--- config.mk ---
export PLATFORM = sky130hd
export DESIGN_NAME = pcc_ctrl_regs
export DESIGN_NICKNAME = d
export VERILOG_FILES = /design/src/rtl/pcc_vid_gate.v /design/src/rtl/pcc_ctrl_regs.v
export VERILOG_INCLUDE_DIRS = /design/src /design/src/rtl
export SDC_FILE = /design/constraint.sdc
export NUM_CORES = 1
export LEC_CHECK = 0
export BUFFER_PORTS_ARGS = -buffer_cell sky130_fd_sc_hd__buf_4
export CORE_ASPECT_RATIO = 1.5
export CORE_MARGIN = 3
export CORE_UTILIZATION = 49
export DETAILED_ROUTE_END_ITERATION = 8
export PLACE_DENSITY_LB_ADDON = 0.08
export SETUP_SLACK_MARGIN = 0.05
export SKIP_CTS_REPAIR_TIMING = 1
export SLEW_MARGIN = 10
export SYNTH_ARGS = -nofsm -noshare
export SYNTH_HDL_FRONTEND = slang
export SYNTH_SLANG_ARGS = --single-unit
--- constraint.sdc ---
create_clock -name clk_in -period 1.7 [get_ports clk_in]
set_input_delay 0.34 -clock clk_in [delete_from_list [all_inputs] [get_ports clk_in]]
set_output_delay 0.34 -clock clk_in [all_outputs]
set_load 0.01 [all_outputs]
--- src/rtl/pcc_map.vh ---
// register map and constants of the pixel correction control block
// How it works
// - control offset 0x00, bit 0 enables core
// - status offset 0x08, bit 7 means healthy
// - software reset acts at once, tearing allowed
// - soft reset: thresholds reset, outputs held idle
// - after soft reset, resync then resume
// - update on: thresholds load each vblank rise
// - update off: writes stored, not used
// - update control needs core enable set
// - every register 32 bits, writes honour byte strobes
// - register at base address plus offset
// - axi4-lite bus, behaviour independent of it
// - one active-high reset for whole core
// - one clock for bus and video
`ifndef PCC_MAP_VH
`define PCC_MAP_VH

// ----------------------------------------------------------------
// offsets
// ----------------------------------------------------------------
`define PCC_ADDR_W        8
`define PCC_OFF_CONTROL   8'h00
`define PCC_OFF_STATUS    8'h08
`define PCC_OFF_TEMPORAL  8'h0C
`define PCC_OFF_SPATIAL   8'h10
`define PCC_OFF_AGE       8'h14

// ----------------------------------------------------------------
// fields
// ----------------------------------------------------------------
`define PCC_CTL_ENABLE    0
`define PCC_CTL_UPDATE    1
`define PCC_CTL_SWRESET   2
`define PCC_STA_SYNCED    0
`define PCC_STA_OK        7

// ----------------------------------------------------------------
// reset values and widths
// ----------------------------------------------------------------
`define PCC_CONTROL_RST   32'h00000000
`define PCC_TEMPORAL_RST  32'h00000002
`define PCC_SPATIAL_RST   32'h0000199A
`define PCC_AGE_RST       32'h000004B0
`define PCC_DATA_W        8
`define PCC_RESP_OKAY     2'h0
`define PCC_RESP_SLVERR   2'h2

`endif

--- src/rtl/pcc_vid_gate.v ---
// video timing gate: holds outputs idle and resyncs to vblank
`timescale 1ns/100ps
`include "pcc_map.vh"

module pcc_vid_gate (
  input  wire                   clk_in,
  input  wire                   rst_in,
  input  wire                   hold_in,
  input  wire                   vblank_in,
  input  wire                   hblank_in,
  input  wire                   active_video_in,
  input  wire [`PCC_DATA_W-1:0] video_data_in,
  output reg                    vblank_out,
  output reg                    hblank_out,
  output reg                    active_video_out,
  output reg  [`PCC_DATA_W-1:0] video_data_out,
  output reg                    synced_out,
  output wire                   vblank_rise_out
);

  localparam [1:0] ST_WAIT = 2'h1;
  localparam [1:0] ST_RUN  = 2'h2;

  reg [1:0] state_r;
  reg [1:0] state_nxt;
  reg       vblank_d_r;

  assign vblank_rise_out = vblank_in & ~vblank_d_r;

  // ----------------------------------------------------------------
  // resync state
  // ----------------------------------------------------------------
  always @* begin
    state_nxt = state_r;
    case (state_r)
      ST_WAIT: if (vblank_rise_out) state_nxt = ST_RUN;
      ST_RUN:  state_nxt = ST_RUN;
      default: state_nxt = ST_WAIT;
    endcase
    if (hold_in) state_nxt = ST_WAIT;
  end

  always @(posedge clk_in) begin
    if (rst_in) begin
      state_r          <= ST_WAIT;
      vblank_d_r       <= 1'b0;
      vblank_out       <= 1'b0;
      hblank_out       <= 1'b0;
      active_video_out <= 1'b0;
      video_data_out   <= {`PCC_DATA_W{1'b0}};
      synced_out       <= 1'b0;
    end else begin
      state_r    <= state_nxt;
      vblank_d_r <= vblank_in;
      synced_out <= (state_nxt == ST_RUN);
      // outputs stay at reset values until a frame boundary is seen
      if (hold_in || state_nxt != ST_RUN) begin
        vblank_out       <= 1'b0;
        hblank_out       <= 1'b0;
        active_video_out <= 1'b0;
        video_data_out   <= {`PCC_DATA_W{1'b0}};
      end else begin
        vblank_out       <= vblank_in;
        hblank_out       <= hblank_in;
        active_video_out <= active_video_in;
        video_data_out   <= video_data_in;
      end
    end
  end

endmodule // pcc_vid_gate

--- src/rtl/pcc_ctrl_regs.v ---
// axi4-lite register bank and threshold update gate
`timescale 1ns/100ps
`include "pcc_map.vh"

module pcc_ctrl_regs (
  input  wire                   clk_in,
  input  wire                   rst_in,
  // axi4-lite slave
  input  wire [`PCC_ADDR_W-1:0] s_axi_awaddr_in,
  input  wire                   s_axi_awvalid_in,
  output reg                    s_axi_awready_out,
  input  wire [31:0]            s_axi_wdata_in,
  input  wire [3:0]             s_axi_wstrb_in,
  input  wire                   s_axi_wvalid_in,
  output reg                    s_axi_wready_out,
  output reg  [1:0]             s_axi_bresp_out,
  output reg                    s_axi_bvalid_out,
  input  wire                   s_axi_bready_in,
  input  wire [`PCC_ADDR_W-1:0] s_axi_araddr_in,
  input  wire                   s_axi_arvalid_in,
  output reg                    s_axi_arready_out,
  output reg  [31:0]            s_axi_rdata_out,
  output reg  [1:0]             s_axi_rresp_out,
  output reg                    s_axi_rvalid_out,
  input  wire                   s_axi_rready_in,
  // video
  input  wire                   vblank_in,
  input  wire                   hblank_in,
  input  wire                   active_video_in,
  input  wire [`PCC_DATA_W-1:0] video_data_in,
  output wire                   vblank_out,
  output wire                   hblank_out,
  output wire                   active_video_out,
  output wire [`PCC_DATA_W-1:0] video_data_out,
  // thresholds in use by the datapath
  output reg  [31:0]            thresh_temporal_out,
  output reg  [31:0]            thresh_spatial_out,
  output reg  [31:0]            thresh_age_out
);

  // ----------------------------------------------------------------
  // decode helpers
  // ----------------------------------------------------------------
  // unmapped offsets answer with an error and store nothing
  function mapped;
    input [`PCC_ADDR_W-1:0] a;
    begin
      mapped = (a == `PCC_OFF_CONTROL) || (a == `PCC_OFF_STATUS) ||
               (a == `PCC_OFF_TEMPORAL) || (a == `PCC_OFF_SPATIAL) ||
               (a == `PCC_OFF_AGE);
    end
  endfunction

  // byte-lane merge of a 32-bit write
  function [31:0] merge;
    input [31:0] old;
    input [31:0] din;
    input [3:0]  strb;
    integer i;
    begin
      merge = old;
      for (i = 0; i < 4; i = i + 1)
        if (strb[i]) merge[i*8 +: 8] = din[i*8 +: 8];
    end
  endfunction

  reg  [31:0]            control_r;
  reg  [31:0]            temporal_r;
  reg  [31:0]            spatial_r;
  reg  [31:0]            age_r;
  reg  [31:0]            ctl_nxt;
  wire                   synced;
  wire                   vblank_rise;
  wire                   wr_go;
  wire                   rd_go;
  wire                   core_en;
  wire                   sw_reset;
  wire                   upd_live;

  assign core_en  = control_r[`PCC_CTL_ENABLE];
  assign sw_reset = control_r[`PCC_CTL_SWRESET];
  // update is only honoured while the core is enabled
  assign upd_live = core_en & control_r[`PCC_CTL_UPDATE];

  // address and data are taken only together, one write in flight
  assign wr_go = s_axi_awready_out & s_axi_awvalid_in &
                 s_axi_wready_out & s_axi_wvalid_in;
  assign rd_go = s_axi_arready_out & s_axi_arvalid_in;

  // ----------------------------------------------------------------
  // control word: the update bit moves only while enabled or on the enabling write
  // ----------------------------------------------------------------
  always @* begin
    ctl_nxt = merge(control_r, s_axi_wdata_in, s_axi_wstrb_in);
    // bits above the soft reset flag are reserved and read zero
    ctl_nxt[31:3] = 29'h0;
    // a disabled core keeps its update bit, so writes that leave the core
    // disabled never start or stop threshold reloads
    if (!core_en && !ctl_nxt[`PCC_CTL_ENABLE])
      ctl_nxt[`PCC_CTL_UPDATE] = control_r[`PCC_CTL_UPDATE];
  end

  // ----------------------------------------------------------------
  // write channel
  // ----------------------------------------------------------------
  always @(posedge clk_in) begin
    if (rst_in) begin
      s_axi_awready_out <= 1'b0;
      s_axi_wready_out  <= 1'b0;
      s_axi_bvalid_out  <= 1'b0;
      s_axi_bresp_out   <= `PCC_RESP_OKAY;
      control_r         <= `PCC_CONTROL_RST;
      temporal_r        <= `PCC_TEMPORAL_RST;
      spatial_r         <= `PCC_SPATIAL_RST;
      age_r             <= `PCC_AGE_RST;
    end else begin
      // a new write is offered only once the previous answer is taken
      if (wr_go) begin
        s_axi_awready_out <= 1'b0;
        s_axi_wready_out  <= 1'b0;
        s_axi_bvalid_out  <= 1'b1;
        s_axi_bresp_out   <= mapped(s_axi_awaddr_in) ?
                             `PCC_RESP_OKAY : `PCC_RESP_SLVERR;
      end else if (s_axi_awvalid_in && s_axi_wvalid_in &&
                   !s_axi_awready_out && !s_axi_bvalid_out) begin
        s_axi_awready_out <= 1'b1;
        s_axi_wready_out  <= 1'b1;
      end else if (s_axi_bvalid_out && s_axi_bready_in) begin
        s_axi_bvalid_out  <= 1'b0;
      end
      // a control write takes effect on the very next edge
      if (wr_go && s_axi_awaddr_in == `PCC_OFF_CONTROL)
        control_r <= ctl_nxt;
      // thresholds are latched regardless of the update bit
      // thresholds written during soft reset are lost
      if (sw_reset) begin
        temporal_r <= `PCC_TEMPORAL_RST;
        spatial_r  <= `PCC_SPATIAL_RST;
        age_r      <= `PCC_AGE_RST;
      end else if (wr_go) begin
        if (s_axi_awaddr_in == `PCC_OFF_TEMPORAL)
          temporal_r <= merge(temporal_r, s_axi_wdata_in, s_axi_wstrb_in);
        if (s_axi_awaddr_in == `PCC_OFF_SPATIAL)
          spatial_r <= merge(spatial_r, s_axi_wdata_in, s_axi_wstrb_in);
        if (s_axi_awaddr_in == `PCC_OFF_AGE)
          age_r <= merge(age_r, s_axi_wdata_in, s_axi_wstrb_in);
      end
    end
  end

  // ----------------------------------------------------------------
  // read channel
  // ----------------------------------------------------------------
  always @(posedge clk_in) begin
    if (rst_in) begin
      s_axi_arready_out <= 1'b0;
      s_axi_rvalid_out  <= 1'b0;
      s_axi_rdata_out   <= 32'h00000000;
      s_axi_rresp_out   <= `PCC_RESP_OKAY;
    end else begin
      // a new read is offered only once the previous data is taken
      if (rd_go) begin
        s_axi_arready_out <= 1'b0;
        s_axi_rvalid_out  <= 1'b1;
        s_axi_rresp_out   <= mapped(s_axi_araddr_in) ?
                             `PCC_RESP_OKAY : `PCC_RESP_SLVERR;
        // status is built live from the gate and the control word
        case (s_axi_araddr_in)
          `PCC_OFF_CONTROL:  s_axi_rdata_out <= control_r;
          `PCC_OFF_STATUS:   s_axi_rdata_out <=
            {24'h0, core_en & ~sw_reset & synced, 6'h0,
             synced};
          `PCC_OFF_TEMPORAL: s_axi_rdata_out <= temporal_r;
          `PCC_OFF_SPATIAL:  s_axi_rdata_out <= spatial_r;
          `PCC_OFF_AGE:      s_axi_rdata_out <= age_r;
          default:           s_axi_rdata_out <= 32'h00000000;
        endcase
      end else if (s_axi_arvalid_in && !s_axi_arready_out &&
                   !s_axi_rvalid_out) begin
        s_axi_arready_out <= 1'b1;
      end else if (s_axi_rvalid_out && s_axi_rready_in) begin
        s_axi_rvalid_out  <= 1'b0;
      end
    end
  end

  // ----------------------------------------------------------------
  // thresholds in use: reload on every vblank rise while update and core enable are both on
  // ----------------------------------------------------------------
  always @(posedge clk_in) begin
    // soft reset wins over a reload that falls in the same cycle
    if (rst_in || sw_reset) begin
      thresh_temporal_out <= `PCC_TEMPORAL_RST;
      thresh_spatial_out  <= `PCC_SPATIAL_RST;
      thresh_age_out      <= `PCC_AGE_RST;
    end else if (upd_live && vblank_rise) begin
      thresh_temporal_out <= temporal_r;
      thresh_spatial_out  <= spatial_r;
      thresh_age_out      <= age_r;
    end
  end

  // single clock throughout, so no crossing is needed
  // a disabled core is held like a soft reset and must resync
  // pixels pass unchanged; the correction datapath sits outside
  pcc_vid_gate u_gate (
    .clk_in           (clk_in),
    .rst_in           (rst_in),
    .hold_in          (sw_reset | ~core_en),
    .vblank_in        (vblank_in),
    .hblank_in        (hblank_in),
    .active_video_in  (active_video_in),
    .video_data_in    (video_data_in),
    .vblank_out       (vblank_out),
    .hblank_out       (hblank_out),
    .active_video_out (active_video_out),
    .video_data_out   (video_data_out),
    .synced_out       (synced),
    .vblank_rise_out  (vblank_rise)
  );

endmodule // pcc_ctrl_regs

==> flow_summary.yaml <==
synthesis:
  yosys.area_share.xor_xnor: 0
  ys_types: 51
  syn-cell-area_um2: 9696
  synth_top_cell_by_area: "dfxtp_1"
  muxShareOfSynthArea: 0.05781
  yosysSeqAreaShare: 0.5121
  ys_warn_count: 0
  synth_compound_area_frac: 0.1463
  synthCells: 1133
  synth_top_cells_by_area: "dfxtp_1, nand2_1, mux2i_1, a21oi_1, nand3_1"
  synth_flop_cell: "dfxtp_1"
  synthSimpleGateAreaFrac: 0.2345
  ys_seq_elements: 248
  yosys-top-cells-count: "nand2_1, dfxtp_1, a21oi_1, nand3_1, o21ai_0"
  synth_top_area_frac: 0.5121
  synth_edf_count: 0
  synthAdderAreaFrac: 0.002581
  synth-async-reset-ratio: 0
  synth.most_common_cell: "nand2_1"
  synth_top_family_by_area: "simple AND/OR/NAND/NOR gates"
  synth_area_per_cell_um2: 8.557
sta:
  skew_ps: 8.653
  fin_crit_sh: 0.9277
  slew_viol_final: 0
  setup_tns_ps: 0
  period_needed_ps: 1577
  hold_viol: 0
  whs_ps: 31.71
  rsz0062_at_grt: "no"
  fmaxAchievable_mhz: 634.1
  fin_ws_ps: 122.9
  setup_viol: 0
layout:
  fin_nets: 1423
  finalNonFillerCells: 1624
  diodes: 0
  area_growth_syn_to_layout_pct: 33.15
  final_util: 0.6684
  drive_above_1_share: 0.2515
pwr:
  p_leak_nw: 5.237
  irDropWorstVdd_uv: 737.0
  p_per_area_nw_per_um2: 933.1
floorplan:
  die_x_um: 120.9
  start_util: 0.5019
  dieArea_um2: 21550
  io_pins: 218
  die_h_um: 178.3
  rows: 62
  core_area_um2: 19320
routing:
  drc: 0
  viasPerCell: 5.380
  wire_per_inst_um: 17.22
  via_count: 8737
  drt-initial-drc-count: 528
  routed_wl_mm: 27.97
  postRouteAntennaNets: 0
  first_pass_iters: 5
job:
  maxCapViolCount: 0
worst_setup_path:
  crit_type: "register to register"
  crit_end: "u_gate.video_data_out[4]"
  reg2reg_depth: 7
  r2r_slack_ps: 120
  r2r_end: "u_gate.video_data_out[4]"
  path_cells: "inv_1 > ha_1 > nor2_2 > o31ai_2 > a311oi_2 > buf_2 > and2_1"
  critPathRequiredTime_ps: 2150
  critPathLaunchType: "register"
  end_kind: "register"
  crit_path_start: "u_gate.state_r[0]"
  path_max_fanout: 5
  slowest_stage: "dfxtp_2"
  cp_slowest_stage_delay_ps: 340
  cp.arrival_ps: 2030
  r2r-start: "u_gate.state_r[0]"
global_routing:
  grt_pass1_wl_mm: 43.41
  grt-ovfl-total: 0
  antenna_found_initial: 0
  track_usage: 0.2504
  grt_max_degree: 60
  grt_pass1_vias: 8238
run_status:
  status: "completed"
place:
  portBuffers: 215
  gp_congestion: 0.8787
  dp_slack_ps: -173.0
  numPlacedInstances: 1578
  hpwl_mm: 19.86
cts:
  cts_tree: "done"
  h-tree-depth: 1
  path_clk_slew_ps: 60
  cts_root_buffer: "clkbuf_16"
  clk_latency_ps: 510
  numCtsBuffers: 24
  clock_path_buffers: 3
  cts.sinks: 248
worst_hold_path:
  min_path_type: "input pin to register"
final cells by class:
cell class              count  area [um2]
fillers                  1663        6406
multi-input cells         789        4362
flip-flops and latches    248        4967
well taps                 256       320.3
inverters                   5       18.77
clock buffers              34       709.4
clock inverters             9       122.6
repair buffers            283        2410
how the worst min path moves through the flow:
| stage | endpoint | depth (start not counted) | slack, ps | start |
|---|---|---|---|---|
| detailed placement | thresh_spatial_out[25] | 2 | 450 | thresh_spatial_out[25] |
| floorplan | age_r[0] | 2 | 440 | age_r[0] |
| global placement | thresh_temporal_out[2] | 2 | 440 | thresh_temporal_out[2] |
| global route | u_gate.video_data_out[2] | 2 | 20 | video_data_in[2] |
| finish | u_gate.video_data_out[3] | 2 | 30 | video_data_in[3] |
| CTS | u_gate.video_data_out[2] | 2 | 10 | video_data_in[2] |
layer usage:
layer / track usage / wire length, um / vias to the layer above
li1: - / - / 4328
met1: 0.3021 / 11070 / 4094
met2: 0.4611 / 14780 / 267
met3: 0.03648 / 1463 / 48
met4: 0.06758 / 649 / 0
met5: 0 / 0 / -
cells in the final DEF (no fill, tap or decap), drive strengths merged, types with 8 or more instances in the layout:
| master | synthesis | routed |
|---|---|---|
| mux2i | 56 | 56 |
| nor2 | 63 | 63 |
| o21ai | 73 | 73 |
| a21oi | 100 | 100 |
| buf | 37 | 283 |
| dfxtp | 248 | 248 |
| a22oi | 28 | 28 |
| nor3 | 11 | 11 |
| and2 | 12 | 12 |
| nand3 | 83 | 83 |
| o2bb2ai | 28 | 28 |
| clkbuf | 55 | 34 |
| nand2 | 270 | 270 |
| nor4 | 8 | 8 |
metrics by stage:
| stage | instance area [um2] | power [W] |
|---|---|---|
| 6_report | 12910 | 0.01205 |
| 5_1_grt | 12910 | 0.01238 |
| 4_1_cts | 12860 | 0.01213 |
| 3_5_place_dp | 12030 | 0.006567 |
| 3_3_place_gp | 12030 | 0.006563 |
| 2_1_floorplan | 9718 | 0.006225 |
power by group:
part / internal, W / switching [W] / leakage, nW
Clock: 0.00336 / 0.00224 / 0.411
Combinational: 0.000259 / 0.000358 / 2.83
Sequential: 0.00582 / 0.00000971 / 2.00
Total: 0.00943 / 0.00261 / 5.24
state kept, by name (all words and copies together) (netlist names):
signal                   flops
age_r                       32
s_axi_rdata_out             32
spatial_r                   32
temporal_r                  32
thresh_age_out              32
thresh_spatial_out          32
thresh_temporal_out         32
u_gate.video_data_out        8
control_r                    3
u_gate.state_r               2
s_axi_arready_out            1
s_axi_bresp_out              1
s_axi_bvalid_out             1
s_axi_rresp_out              1
s_axi_rvalid_out             1
s_axi_wready_out             1
u_gate.active_video_out      1
u_gate.hblank_out            1
u_gate.synced_out            1
u_gate.vblank_d_r            1
u_gate.vblank_out            1
critical path: cells and delay by family (launching register included):
family | cells | cell delay (ps)
AO/OA/AOI/OAI | 2 | 430
AND/OR/NAND/NOR | 2 | 230
adder cells (fa/ha/maj) | 1 | 270
buffers and inverters | 2 | 250
flip-flops | 1 | 340
kinds of logic (layout without fill, tap and decap cells):
logic type | count (synthesis) | after routing
other | 1 | 2
buffers and inverters | 97 | 331
flip-flops | 248 | 248
adder cells (fa/ha/maj) | 2 | 2
multiplexers | 56 | 56
AND/OR/NAND/NOR | 488 | 488
AO/OA/AOI/OAI | 241 | 241
Note: power is estimated with default switching activity, not from simulation.
